$ cat config.mk
export PLATFORM = sky130hd
export DESIGN_NAME = rsx_exec
export DESIGN_NICKNAME = d
export VERILOG_FILES = /design/src/rsx_pkg.sv /design/src/rsx_alu.sv /design/src/rsx_exec.sv
export VERILOG_INCLUDE_DIRS = /design/src
export SDC_FILE = /design/constraint.sdc
export NUM_CORES = 1
export LEC_CHECK = 0
export ABC_AREA = 1
export BUFFER_PORTS_ARGS = -buffer_cell sky130_fd_sc_hd__buf_2
export CORE_MARGIN = 4
export CORE_UTILIZATION = 44
export DETAILED_ROUTE_END_ITERATION = 8
export PLACE_DENSITY = 0.72
export RECOVER_POWER = 100
export SLEW_MARGIN = 25
export SYNTH_ARGS = -nofsm -noshare
export SYNTH_HDL_FRONTEND = slang
export SYNTH_SLANG_ARGS = --single-unit
$ cat constraint.sdc
create_clock -name sys_clk_in -period 1.4 [get_ports sys_clk_in]
set_input_delay 0.07 -clock sys_clk_in [delete_from_list [all_inputs] [get_ports sys_clk_in]]
set_output_delay 0.07 -clock sys_clk_in [all_outputs]
set_load 0.02 [all_outputs]
$ cat src/rsx_params.svh
/*
 Timing-free constants for the rotate/swap/xor/direction-load datapath.
 Assumes inclusion by bare name from the datapath files and the bench.
*/
`ifndef RSX_PARAMS_SVH
`define RSX_PARAMS_SVH
`define RSX_DATA_W 8
`define RSX_ADDR_W 5
`define RSX_DEST_W_SEL 1'b0
`define RSX_DEST_F_SEL 1'b1
`define RSX_DIR_SEL_LO 3'h6
`define RSX_DIR_SEL_HI 3'h7
`define RSX_W_RESET 8'h00
`define RSX_DIR_RESET 8'hff
`define RSX_C_RESET 1'b0
`define RSX_Z_RESET 1'b0
`endif

$ cat src/rsx_pkg.sv
/*
 Types shared by the datapath: the operation selector.
 Assumes rsx_params.svh is on the include path.
*/
package rsx_pkg;
  typedef enum logic [2:0] {
    RSX_OP_NONE = 3'b000,
    RSX_OP_ROTATE_RIGHT_CARRY = 3'b001,
    RSX_OP_NIBBLE_SWAP = 3'b010,
    RSX_OP_PORT_DIRECTION_LOAD = 3'b011,
    RSX_OP_XOR_FILE = 3'b100,
    RSX_OP_XOR_LITERAL = 3'b101
  } rsx_op_t;
endpackage : rsx_pkg
$ cat src/rsx_alu.sv
/*
 Combinational result unit: rotate, swap and xor with zero detect.
 Assumes operands are stable for the whole instruction cycle.
*/
`timescale 1ns/10ps
`include "rsx_params.svh"
module rsx_alu #(
  parameter int DATA_W = `RSX_DATA_W
) (
  input wire rsx_pkg::rsx_op_t op_in, // Operation
  input wire logic [DATA_W-1:0] w_in, // Working register
  input wire logic [DATA_W-1:0] file_in, // File register value
  input wire logic [DATA_W-1:0] literal_in, // Immediate
  input wire logic carry_in, // Current carry
  output logic [DATA_W-1:0] result_out, // Result
  output logic carry_out, // New carry for rotate
  output logic zero_out // Result is zero
);
  import rsx_pkg::*;
  localparam int HALF = DATA_W / 2;

  wire [DATA_W-1:0] rot_res = {carry_in, file_in[DATA_W-1:1]};
  wire [DATA_W-1:0] swap_res = {file_in[HALF-1:0], file_in[DATA_W-1:HALF]};
  wire [DATA_W-1:0] xorf_res = w_in ^ file_in;
  wire [DATA_W-1:0] xorl_res = w_in ^ literal_in;

  // rotate through carry, nibble swap, xor
  assign result_out = (op_in == RSX_OP_ROTATE_RIGHT_CARRY) ? rot_res :
                      (op_in == RSX_OP_NIBBLE_SWAP) ? swap_res :
                      (op_in == RSX_OP_XOR_FILE) ? xorf_res :
                      (op_in == RSX_OP_XOR_LITERAL) ? xorl_res : w_in;
  assign carry_out = file_in[0];
  assign zero_out = (result_out == '0);
endmodule : rsx_alu

$ cat src/rsx_exec.sv
/*
 Execution stage for rotate right through carry, nibble swap, xor with file
 or literal, and port direction load. Holds W, carry, zero and two direction
 registers; file storage lives outside and is read combinationally.
 Assumes one instruction per cycle presented on exec_valid_in, and that the
 file array applies file_wr_en_out / file_wr_addr_out / file_wr_data_out.
*/
`timescale 1ns/10ps
`include "rsx_params.svh"

////////////////////////////////////////////////////////////////////////////////
// Function
// - Rotate file right through carry; old carry into MSB, LSB out to carry.
// - Destination bit 0 writes W, 1 writes file register 0 to 31.
// - Swap nibbles of file register to chosen destination; flags untouched.
// - Copy W to direction register selected by 6 or 7; flags untouched.
// - XOR W with file, store per destination bit, update zero only.
// - XOR W with 8-bit literal into W, update zero only.
module rsx_exec #(
  parameter int DATA_W = `RSX_DATA_W,
  parameter int ADDR_W = `RSX_ADDR_W
) (
  input wire logic sys_clk_in, // Core clock
  input wire logic reset_n_in, // Sync reset, active low
  input wire logic exec_valid_in, // Instruction present this cycle
  input wire rsx_pkg::rsx_op_t op_in, // Operation
  input wire logic dest_in, // Destination bit
  input wire logic [ADDR_W-1:0] file_addr_in, // File address
  input wire logic [DATA_W-1:0] file_data_in, // File read data at file_addr_in
  input wire logic [DATA_W-1:0] literal_in, // Immediate / selector
  output logic [DATA_W-1:0] w_out, // Working register
  output logic carry_out, // Carry flag
  output logic zero_out, // Zero flag
  output logic [DATA_W-1:0] dir6_out, // Direction register 6
  output logic [DATA_W-1:0] dir7_out, // Direction register 7
  output logic file_wr_en_out, // File write strobe
  output logic [ADDR_W-1:0] file_wr_addr_out, // File write address
  output logic [DATA_W-1:0] file_wr_data_out // File write data
);
  import rsx_pkg::*;

  logic [DATA_W-1:0] w_reg;
  logic carry_reg;
  logic zero_reg;
  logic [DATA_W-1:0] dir6_reg;
  logic [DATA_W-1:0] dir7_reg;
  logic wr_en_reg;
  logic [ADDR_W-1:0] wr_addr_reg;
  logic [DATA_W-1:0] wr_data_reg;
  logic [DATA_W-1:0] alu_res;
  logic alu_carry;
  logic alu_zero;

  rsx_alu #(.DATA_W(DATA_W)) u_alu (
    .op_in(op_in),
    .w_in(w_reg),
    .file_in(file_data_in),
    .literal_in(literal_in),
    .carry_in(carry_reg),
    .result_out(alu_res),
    .carry_out(alu_carry),
    .zero_out(alu_zero)
  );

  ////////////////////////////////////////////////////////////////////////////
  // Decode
  wire is_rot = exec_valid_in && (op_in == RSX_OP_ROTATE_RIGHT_CARRY);
  wire is_swap = exec_valid_in && (op_in == RSX_OP_NIBBLE_SWAP);
  wire is_xorf = exec_valid_in && (op_in == RSX_OP_XOR_FILE);
  wire is_xorl = exec_valid_in && (op_in == RSX_OP_XOR_LITERAL);
  wire is_dir = exec_valid_in && (op_in == RSX_OP_PORT_DIRECTION_LOAD);
  wire file_op = is_rot || is_swap || is_xorf;
  wire to_file = file_op && (dest_in == `RSX_DEST_F_SEL);
  wire to_w = (file_op && (dest_in == `RSX_DEST_W_SEL)) || is_xorl;
  // selector decode; other values are ignored
  wire sel6 = is_dir && (literal_in[2:0] == `RSX_DIR_SEL_LO) && (literal_in[DATA_W-1:3] == '0);
  wire sel7 = is_dir && (literal_in[2:0] == `RSX_DIR_SEL_HI) && (literal_in[DATA_W-1:3] == '0);
  wire z_upd = is_xorf || is_xorl;

  wire [DATA_W-1:0] w_next = to_w ? alu_res : w_reg;
  wire carry_next = is_rot ? alu_carry : carry_reg;
  wire zero_next = z_upd ? alu_zero : zero_reg;
  wire [DATA_W-1:0] dir6_next = sel6 ? w_reg : dir6_reg;
  wire [DATA_W-1:0] dir7_next = sel7 ? w_reg : dir7_reg;

  ////////////////////////////////////////////////////////////////////////////
  // State
  always_ff @(posedge sys_clk_in) begin
    if (!reset_n_in) begin
      w_reg <= `RSX_W_RESET;
      carry_reg <= `RSX_C_RESET;
      zero_reg <= `RSX_Z_RESET;
      dir6_reg <= `RSX_DIR_RESET;
      dir7_reg <= `RSX_DIR_RESET;
    end else begin
      w_reg <= w_next;
      carry_reg <= carry_next;
      zero_reg <= zero_next;
      dir6_reg <= dir6_next;
      dir7_reg <= dir7_next;
    end
  end

  // File write port registered so data outputs come from flops
  always_ff @(posedge sys_clk_in) begin
    if (!reset_n_in) begin
      wr_en_reg <= 1'b0;
      wr_addr_reg <= '0;
      wr_data_reg <= '0;
    end else begin
      wr_en_reg <= to_file;
      wr_addr_reg <= file_addr_in;
      wr_data_reg <= alu_res;
    end
  end

  assign w_out = w_reg;
  assign carry_out = carry_reg;
  assign zero_out = zero_reg;
  assign dir6_out = dir6_reg;
  assign dir7_out = dir7_reg;
  assign file_wr_en_out = wr_en_reg;
  assign file_wr_addr_out = wr_addr_reg;
  assign file_wr_data_out = wr_data_reg;

  ////////////////////////////////////////////////////////////////////////////
  // Checks
  property p_rot_result;
    @(posedge sys_clk_in) disable iff (!reset_n_in)
    (is_rot && dest_in == 1'b0) |=>
      (w_reg == {$past(carry_reg), $past(file_data_in[DATA_W-1:1])})
      && (carry_reg == $past(file_data_in[0])) && $stable(zero_reg);
  endproperty
  a_rot_result: assert property (p_rot_result) else $error("rotate result wrong");

  property p_dest_file;
    @(posedge sys_clk_in) disable iff (!reset_n_in)
    (file_op && dest_in == 1'b1) |=> file_wr_en_out && $stable(w_reg)
      && (file_wr_addr_out == $past(file_addr_in));
  endproperty
  a_dest_file: assert property (p_dest_file) else $error("file destination wrong");

  property p_no_stray_write;
    @(posedge sys_clk_in) disable iff (!reset_n_in)
    !to_file |=> !file_wr_en_out;
  endproperty
  a_no_stray_write: assert property (p_no_stray_write) else $error("stray file write");

  property p_swap;
    @(posedge sys_clk_in) disable iff (!reset_n_in)
    (is_swap && dest_in == 1'b1) |=>
      (file_wr_data_out == {$past(file_data_in[3:0]), $past(file_data_in[7:4])})
      && $stable(carry_reg) && $stable(zero_reg);
  endproperty
  a_swap: assert property (p_swap) else $error("swap wrong");

  property p_dir_load;
    @(posedge sys_clk_in) disable iff (!reset_n_in)
    (is_dir && literal_in == 8'h07) |=> (dir7_reg == $past(w_reg))
      && $stable(dir6_reg) && $stable(carry_reg) && $stable(zero_reg);
  endproperty
  a_dir_load: assert property (p_dir_load) else $error("direction load wrong");

  property p_xor_file;
    @(posedge sys_clk_in) disable iff (!reset_n_in)
    (is_xorf && dest_in == 1'b0) |=> (w_reg == ($past(w_reg) ^ $past(file_data_in)))
      && $stable(carry_reg);
  endproperty
  a_xor_file: assert property (p_xor_file) else $error("xor file wrong");

  property p_xor_lit;
    @(posedge sys_clk_in) disable iff (!reset_n_in)
    is_xorl |=> (w_reg == ($past(w_reg) ^ $past(literal_in))) && !file_wr_en_out;
  endproperty
  a_xor_lit: assert property (p_xor_lit) else $error("xor literal wrong");

  property p_zero;
    @(posedge sys_clk_in) disable iff (!reset_n_in)
    is_xorl |=> (zero_reg == (w_reg == 8'h00));
  endproperty
  a_zero: assert property (p_zero) else $error("zero flag wrong");

  property p_rot_to_file;
    @(posedge sys_clk_in) disable iff (!reset_n_in)
    (is_rot && dest_in == 1'b1) |=>
      (file_wr_data_out == {$past(carry_reg), $past(file_data_in[DATA_W-1:1])})
      && (carry_reg == $past(file_data_in[0])) && $stable(w_reg);
  endproperty
  a_rot_to_file: assert property (p_rot_to_file) else $error("rotate to file");

  property p_carry_hold;
    @(posedge sys_clk_in) disable iff (!reset_n_in)
    !is_rot |=> $stable(carry_reg);
  endproperty
  a_carry_hold: assert property (p_carry_hold) else $error("carry moved");

  property p_swap_to_w;
    @(posedge sys_clk_in) disable iff (!reset_n_in)
    (is_swap && dest_in == 1'b0) |=>
      (w_reg == {$past(file_data_in[3:0]), $past(file_data_in[7:4])}) && !file_wr_en_out;
  endproperty
  a_swap_to_w: assert property (p_swap_to_w) else $error("swap to w wrong");

  property p_dir6_load;
    @(posedge sys_clk_in) disable iff (!reset_n_in)
    (is_dir && literal_in == 8'h06) |=> (dir6_reg == $past(w_reg))
      && $stable(dir7_reg) && $stable(w_reg);
  endproperty
  a_dir6_load: assert property (p_dir6_load) else $error("direction 6 wrong");

  property p_dir_refused;
    @(posedge sys_clk_in) disable iff (!reset_n_in)
    (is_dir && literal_in != 8'h06 && literal_in != 8'h07) |=>
      $stable(dir6_reg) && $stable(dir7_reg);
  endproperty
  a_dir_refused: assert property (p_dir_refused) else $error("bad selector");

  property p_xor_file_dest;
    @(posedge sys_clk_in) disable iff (!reset_n_in)
    (is_xorf && dest_in == 1'b1) |=>
      (file_wr_data_out == ($past(w_reg) ^ $past(file_data_in)))
      && $stable(w_reg) && $stable(carry_reg);
  endproperty
  a_xor_file_dest: assert property (p_xor_file_dest) else $error("xor to file");

  property p_zero_hold;
    @(posedge sys_clk_in) disable iff (!reset_n_in)
    !(is_xorf || is_xorl) |=> $stable(zero_reg);
  endproperty
  a_zero_hold: assert property (p_zero_hold) else $error("zero moved");

  property p_zero_file;
    @(posedge sys_clk_in) disable iff (!reset_n_in)
    is_xorf |=> (zero_reg == (($past(w_reg) ^ $past(file_data_in)) == 8'h00));
  endproperty
  a_zero_file: assert property (p_zero_file) else $error("zero after xor file");
endmodule : rsx_exec

* Word level (Yosys, flattened, before mapping)
Index checks and enable logic that the tools add are counted.
** Storage, ports and cells
- Register bits after elaboration :: 40
- Latch bits :: 0
- Memory bits (writable) :: 0
- Memory bits (read-only) :: 0
- Input bits :: 28
- Output and inout bits :: 40
- Word-level logic and storage cells :: 39
- Memories kept :: 0
** Cells by class
- $add $sub $neg :: 0
- Multipliers :: 0
- Divide/modulo/power cells :: 0
- Order comparisons :: 0
- Eq/ne operators :: 7
- Shift-type cells :: 0
- Mux-type cells :: 4
- Bitwise gates (word level) :: 3
- Reductions and logical operators :: 17
** Operators with widths (count)
- $mux 8 :: 4
- $xor 8x8->8 :: 2
- $eq 3x3->1 const B :: 4
- $logic_and 1x1->1 :: 11
- $logic_not 8->1 :: 1
- $eq 3x2->1 const B :: 2
- $logic_not 5->1 :: 1
- $logic_or 1x1->1 :: 4
- $eq 3x1->1 const B :: 1
- $not 1->1 :: 1

* Depth between registers and ports, before layout
- Word-level depth :: 6
- Gate-level depth with buffers :: 12
- Depth with buffers taken out :: 12

* By module
A second synthesis with hierarchy kept.
** Unflattened totals
- Cells, all modules :: 332
- Area total of the unflattened synthesis :: 2139.6 µm²
** Modules (own cells, without submodules)
- rsx_exec :: instances 1, cells each 200, area an instance 1540.2 µm², sequential area each 800.8 µm²
- rsx_alu :: instances 1, cells each 132, area an instance 599.3 µm², sequential area each 0.0 µm²

* Least setup slack after synthesis
Ideal clock, no wire load.
- Kind :: input -> register
- Start :: input port op_in[0]
- End :: register w_reg[6], in the netlist w_out[6]
- Setup time :: 0.116 ns
- Arrival :: 1.337 ns
- Data required time :: 1.284 ns
- Path slack :: -0.054 ns
- Stages :: 10
- Buffers on the path :: 2
- Path through :: buf_6 nor3_4 inv_4 a31oi_2 inv_2 o21ai_4 buf_6 nand2_1 o211ai_1 inv_1
** Between the ends
- Longest elaborated chain between the ends :: 6
- Elaborated cells between the ends (all ways) :: 16
- Those cells by class :: 4 x eq/ne; 4 x mux; 8 x reduce/logical
** Ends and longest elaborated chain
- start: declaration :: line rsx_exec.sv:26 : input wire rsx_pkg::rsx_op_t op_in,
- parallel branches: the longest is 6 deep, another holds $mux 8
- end signal: assignment :: line rsx_exec.sv:90 : w_reg <= `RSX_W_RESET;
- end signal: assignment :: line rsx_exec.sv:96 : w_reg <= w_next;
- end: declaration :: line rsx_exec.sv:42 : logic [DATA_W-1:0] w_reg;
Several ways; the timed one is not identified.
A chain may end at the register's enable or synchronous reset.

* Worst setup path after layout
- Start :: register w_reg[2], in the netlist w_out[2]
- End :: register zero_reg, in the netlist zero_out
** Between the ends
- Longest elaborated chain between the ends :: 6
- Elaborated cells between the ends (all ways) :: 7
- Those cells by class :: 4 x mux; 2 x bitwise; 1 x reduce/logical
** Ends and longest elaborated chain
- $xor 8x8->8 :: line rsx_alu.sv:25 : wire [DATA_W-1:0] xorl_res = w_in ^ literal_in;
- $mux 8 :: line rsx_alu.sv:31 : (op_in == RSX_OP_XOR_LITERAL) ? xorl_res : w_in;
- $mux 8 * :: line rsx_alu.sv:30 : (op_in == RSX_OP_XOR_FILE) ? xorf_res :
- $mux 8 * :: line rsx_alu.sv:29 : (op_in == RSX_OP_NIBBLE_SWAP) ? swap_res :
- $mux 8 * :: line rsx_alu.sv:28 : assign result_out = (op_in == RSX_OP_ROTATE_RIGHT_CARRY) ? rot_res :
- $logic_not 8->1 * :: line rsx_alu.sv:33 : assign zero_out = (result_out == '0);
- end signal: assignment :: line rsx_exec.sv:92 : zero_reg <= `RSX_Z_RESET;
- end signal: assignment :: line rsx_exec.sv:98 : zero_reg <= zero_next;
- end: declaration :: line rsx_exec.sv:44 : logic zero_reg;
Mark *: on every way between the ends. The rest lies on a longest branch, timed or not.

==> results.md <==
* FF-to-FF End: zero_out$_SDFFE_PN0P_
* Status: completed
* Antenna-violating nets left at 0
* Initial antenna violation count at 0
* Final Setup Violations at 0
* IO Count at 68
* Max Fanout on Critical Path at 4
* Top cells by count, synth: nand2_1 (64), dfxtp_1 (40), inv_1 (27)
* Max_cap viols at 0
* Highest routed layer: met4
* WP data arrival at 1500 ps
* Pwr dens at approximately 1000 nW/um2
* Wire length on met2 at 2328 um
* Site row count at 23
* Die Y at 72.59 um
* Slew margin rel. at 0.7974
* EDFF count, synth at 0
* Iter 0 DRT Violations at 71
* Clock Path Buffers at 2
* Final net count at 379
* Main synth FF type: dfxtp_1
* Crit path from: w_out[2]$_SDFFE_PN0P_
* CP Cell Sequence: inv_1 > nand2_1 > nand3_1 > a21oi_1 > nand3_1 > nor2_1 > nand2_1 > a21oi_1
* Post-synthesis sequential area ratio at 0.4363
* Reg2reg path depth at 8
* Slowest CP cell: dfxtp_1
* Synth Net Count at between 200 and 300
* Mapped cell area at 1836 um2
* Highest clock rate at between 0.7 and 0.8 GHz
* Synthesized flop and latch total at 40
* CTS buffer count at 5
* Syn. warnings at 0
* Routed WL at 5084 um
* Clock latency at the later pin of the worst-skew pair at 300 ps
* Critical Path Sink Type: flip-flop
* Max incr delay on CP at approximately 380 ps
* Final hold violation count at 0
* Clk pin slew, worst setup/hold paths at around 80 ps
* CP endpoint: zero_out$_SDFFE_PN0P_
* First-pass DRT Iterations at 5
* Static Leak at roughly 1.2 nW
* Sinks on Clock Net at 40
* Pre-CTS setup slack at -178.9 ps
* Layout Skew at 9.136 ps
* Yosys top cell by area: dfxtp_1
* Routed len/inst at 12.65 um
* Residual DRC at 0
* Gate Count Post-Synth at around 250
* GRT Overall Usage at 0.2002
* Required @ worst endpoint at 1630 ps
* Die ar. at around 5300 um2
* Final Worst Setup Slack at 134.0 ps
* DR vias/cell at 4.903
* Worst min path class: primary input to flip-flop
* Placer Congestion at 0.8469
* Met3 wire len at 390 um
* Vias in the first global route at 1898
* Max IR drop VDD at 0.0006367 V
* Core Box Area at 4029 um2
* Final max-slew violation count at 0
* Filler Cell Count at roughly 430
* Kind of critical path: flip-flop to flip-flop
* Yosys top cell area share at 0.4363
* Reg2reg start: w_out[2]$_SDFFE_PN0P_
* Pin count of the biggest net entering global routing at 19
* Post-Route M1 WL at 2281 um
* Mean Syn Cell Area at 7.313 um2
* Netlist cell types at 26
* Min cycle time layout at 1266 ps
* Detailed placement HPWL at 3968 um
* Main area contributors after synthesis: dfxtp_1 (44%), nand2_1 (13%), o211ai_1 (8.6%), nand3_1 (6.8%), inv_1 (5.5%)
* Layout cells sized above 1 at 0.2301
* R2R Setup Slk at 130 ps
* Grt ovf at 0
* Fin crit share at 0.9043
* Worst setup SP type: flip-flop
* Post-layout util at 0.6286
* Post-synth ARST share at 0
* Slew at the pin with the worst max-slew slack at 302.1 ps
* H-tree depth at 2
* Most frequent cell after synthesis: nand2_1
* CTS Root Cell: clkbuf_8
* Vias at ~2000
* Area delta synth->final at 37.97%
* First-pass GRT wire length at 8307 um
* Port bufs at between 60 and 70
* TritonCTS clock tree: yes
* Antenna diodes at 0
* Die Wd at 72.59 um
* Effective utilization at floorplan at 0.4556
[report_power, final]
group | switching (W) | leakage, nW | total [W] | internal [W]
logic | 0.000285 | 0.878 | 0.000484 | 0.000200
registers | 0.0000293 | 0.328 | 0.00121 | 0.00118
clock network | 0.000402 | 0.0434 | 0.000801 | 0.000399
[timing repair]
item | CTS | global route
hold endpoints to repair | 5 | 0
buffers inserted | 0 | 0
hold buffers | 5 | 0
gates resized for setup | 0 | 6
setup endpoints to repair | 0 | 3
[layout make-up]
type                       count  area, um2  area share
multi-input combinational    169      874.6      0.3454
sequential                    40      804.5      0.3177
tap                           50      62.56     0.02470
timing repair buffer         102      566.8      0.2238
inverter                      33      126.4     0.04990
clock inverter                 2      15.01    0.005929
clock buffer                   6      82.58     0.03261
[worst min-delay path by stage]
| stage | startpoint | endpoint | cells past startpoint |
|---|---|---|---|
| finish | dest_in | file_wr_en_out$_SDFF_PN0_ | 3 |
| global placement | file_addr_in[4] | file_wr_addr_out[4]$_SDFF_PN0_ | 3 |
| detailed placement | file_addr_in[2] | file_wr_addr_out[2]$_SDFF_PN0_ | 3 |
| global route | dest_in | file_wr_en_out$_SDFF_PN0_ | 3 |
| floorplan | file_addr_in[0] | file_wr_addr_out[0]$_SDFF_PN0_ | 2 |
| CTS | dest_in | file_wr_en_out$_SDFF_PN0_ | 3 |
[sequential cells by signal, indices dropped and copies added (netlist names)]
signal            count
dir6_out              8
file_wr_data_out      8
file_wr_en_out        1
zero_out              1
carry_out             1
file_wr_addr_out      5
dir7_out              8
w_out                 8
[worst max-delay path, delay by kind of cell, from the launching register on]
family          cells  cell delay, ps
buf+inv             1              90
simple gates        5             410
flops               1             380
compound gates      2             310
[routing by layer]
metal,GRT usage,vias up
met4,0.06148,0
met5,0,-
met2,0.3267,68
li1,-,1031
met3,0.04959,8
met1,0.2607,864
[cell usage in the layout, fill, tap and decap left out, types with 2 or more instances in the layout]
cell type / Yosys / routed
o211ai_1: 21 / 22
dfxtp_1: 40 / 37
clkinvlp_4: 0 / 2
inv_2: 4 / 4
nor3_4: 1 / 2
nand3_1: 25 / 25
clkbuf_8: 0 / 6
a21oi_2: 0 / 2
clkbuf_2: 0 / 4
dfxtp_2: 0 / 3
dlygate4sd3_1: 0 / 5
clkbuf_1: 5 / 39
buf_2: 1 / 27
a21oi_1: 16 / 14
nor3_1: 2 / 2
nand4_1: 6 / 6
inv_1: 27 / 27
nor3b_1: 2 / 2
nand2_1: 64 / 64
nor2_1: 22 / 21
buf_4: 1 / 25
o21ai_0: 3 / 3
[kinds of logic after synthesis]
family,share of synthesized area
and+or+nand+nor,0.2965
AOI/OAI and AO/OA,0.1691
buffers and inverters,0.09816
DFF,0.4363
[metrics by stage]
step | hold slack [ps] | instances | setup TNS [ps] | power, W | area (um2)
4_1_cts | 18.17 | 402 | 0 | 0.002531 | 2580
2_1_floorplan | 167.6 | 251 | -23.84 | 0.001494 | 1859
6_report | 26.80 | 402 | 0 | 0.002498 | 2532
5_1_grt | 25.45 | 402 | -26.29 | 0.002626 | 2532
3_5_place_dp | 256.0 | 389 | -828.0 | 0.001717 | 2432
3_3_place_gp | 250.7 | 389 | -364.2 | 0.001716 | 2432
(Power assumes the default switching activity.)
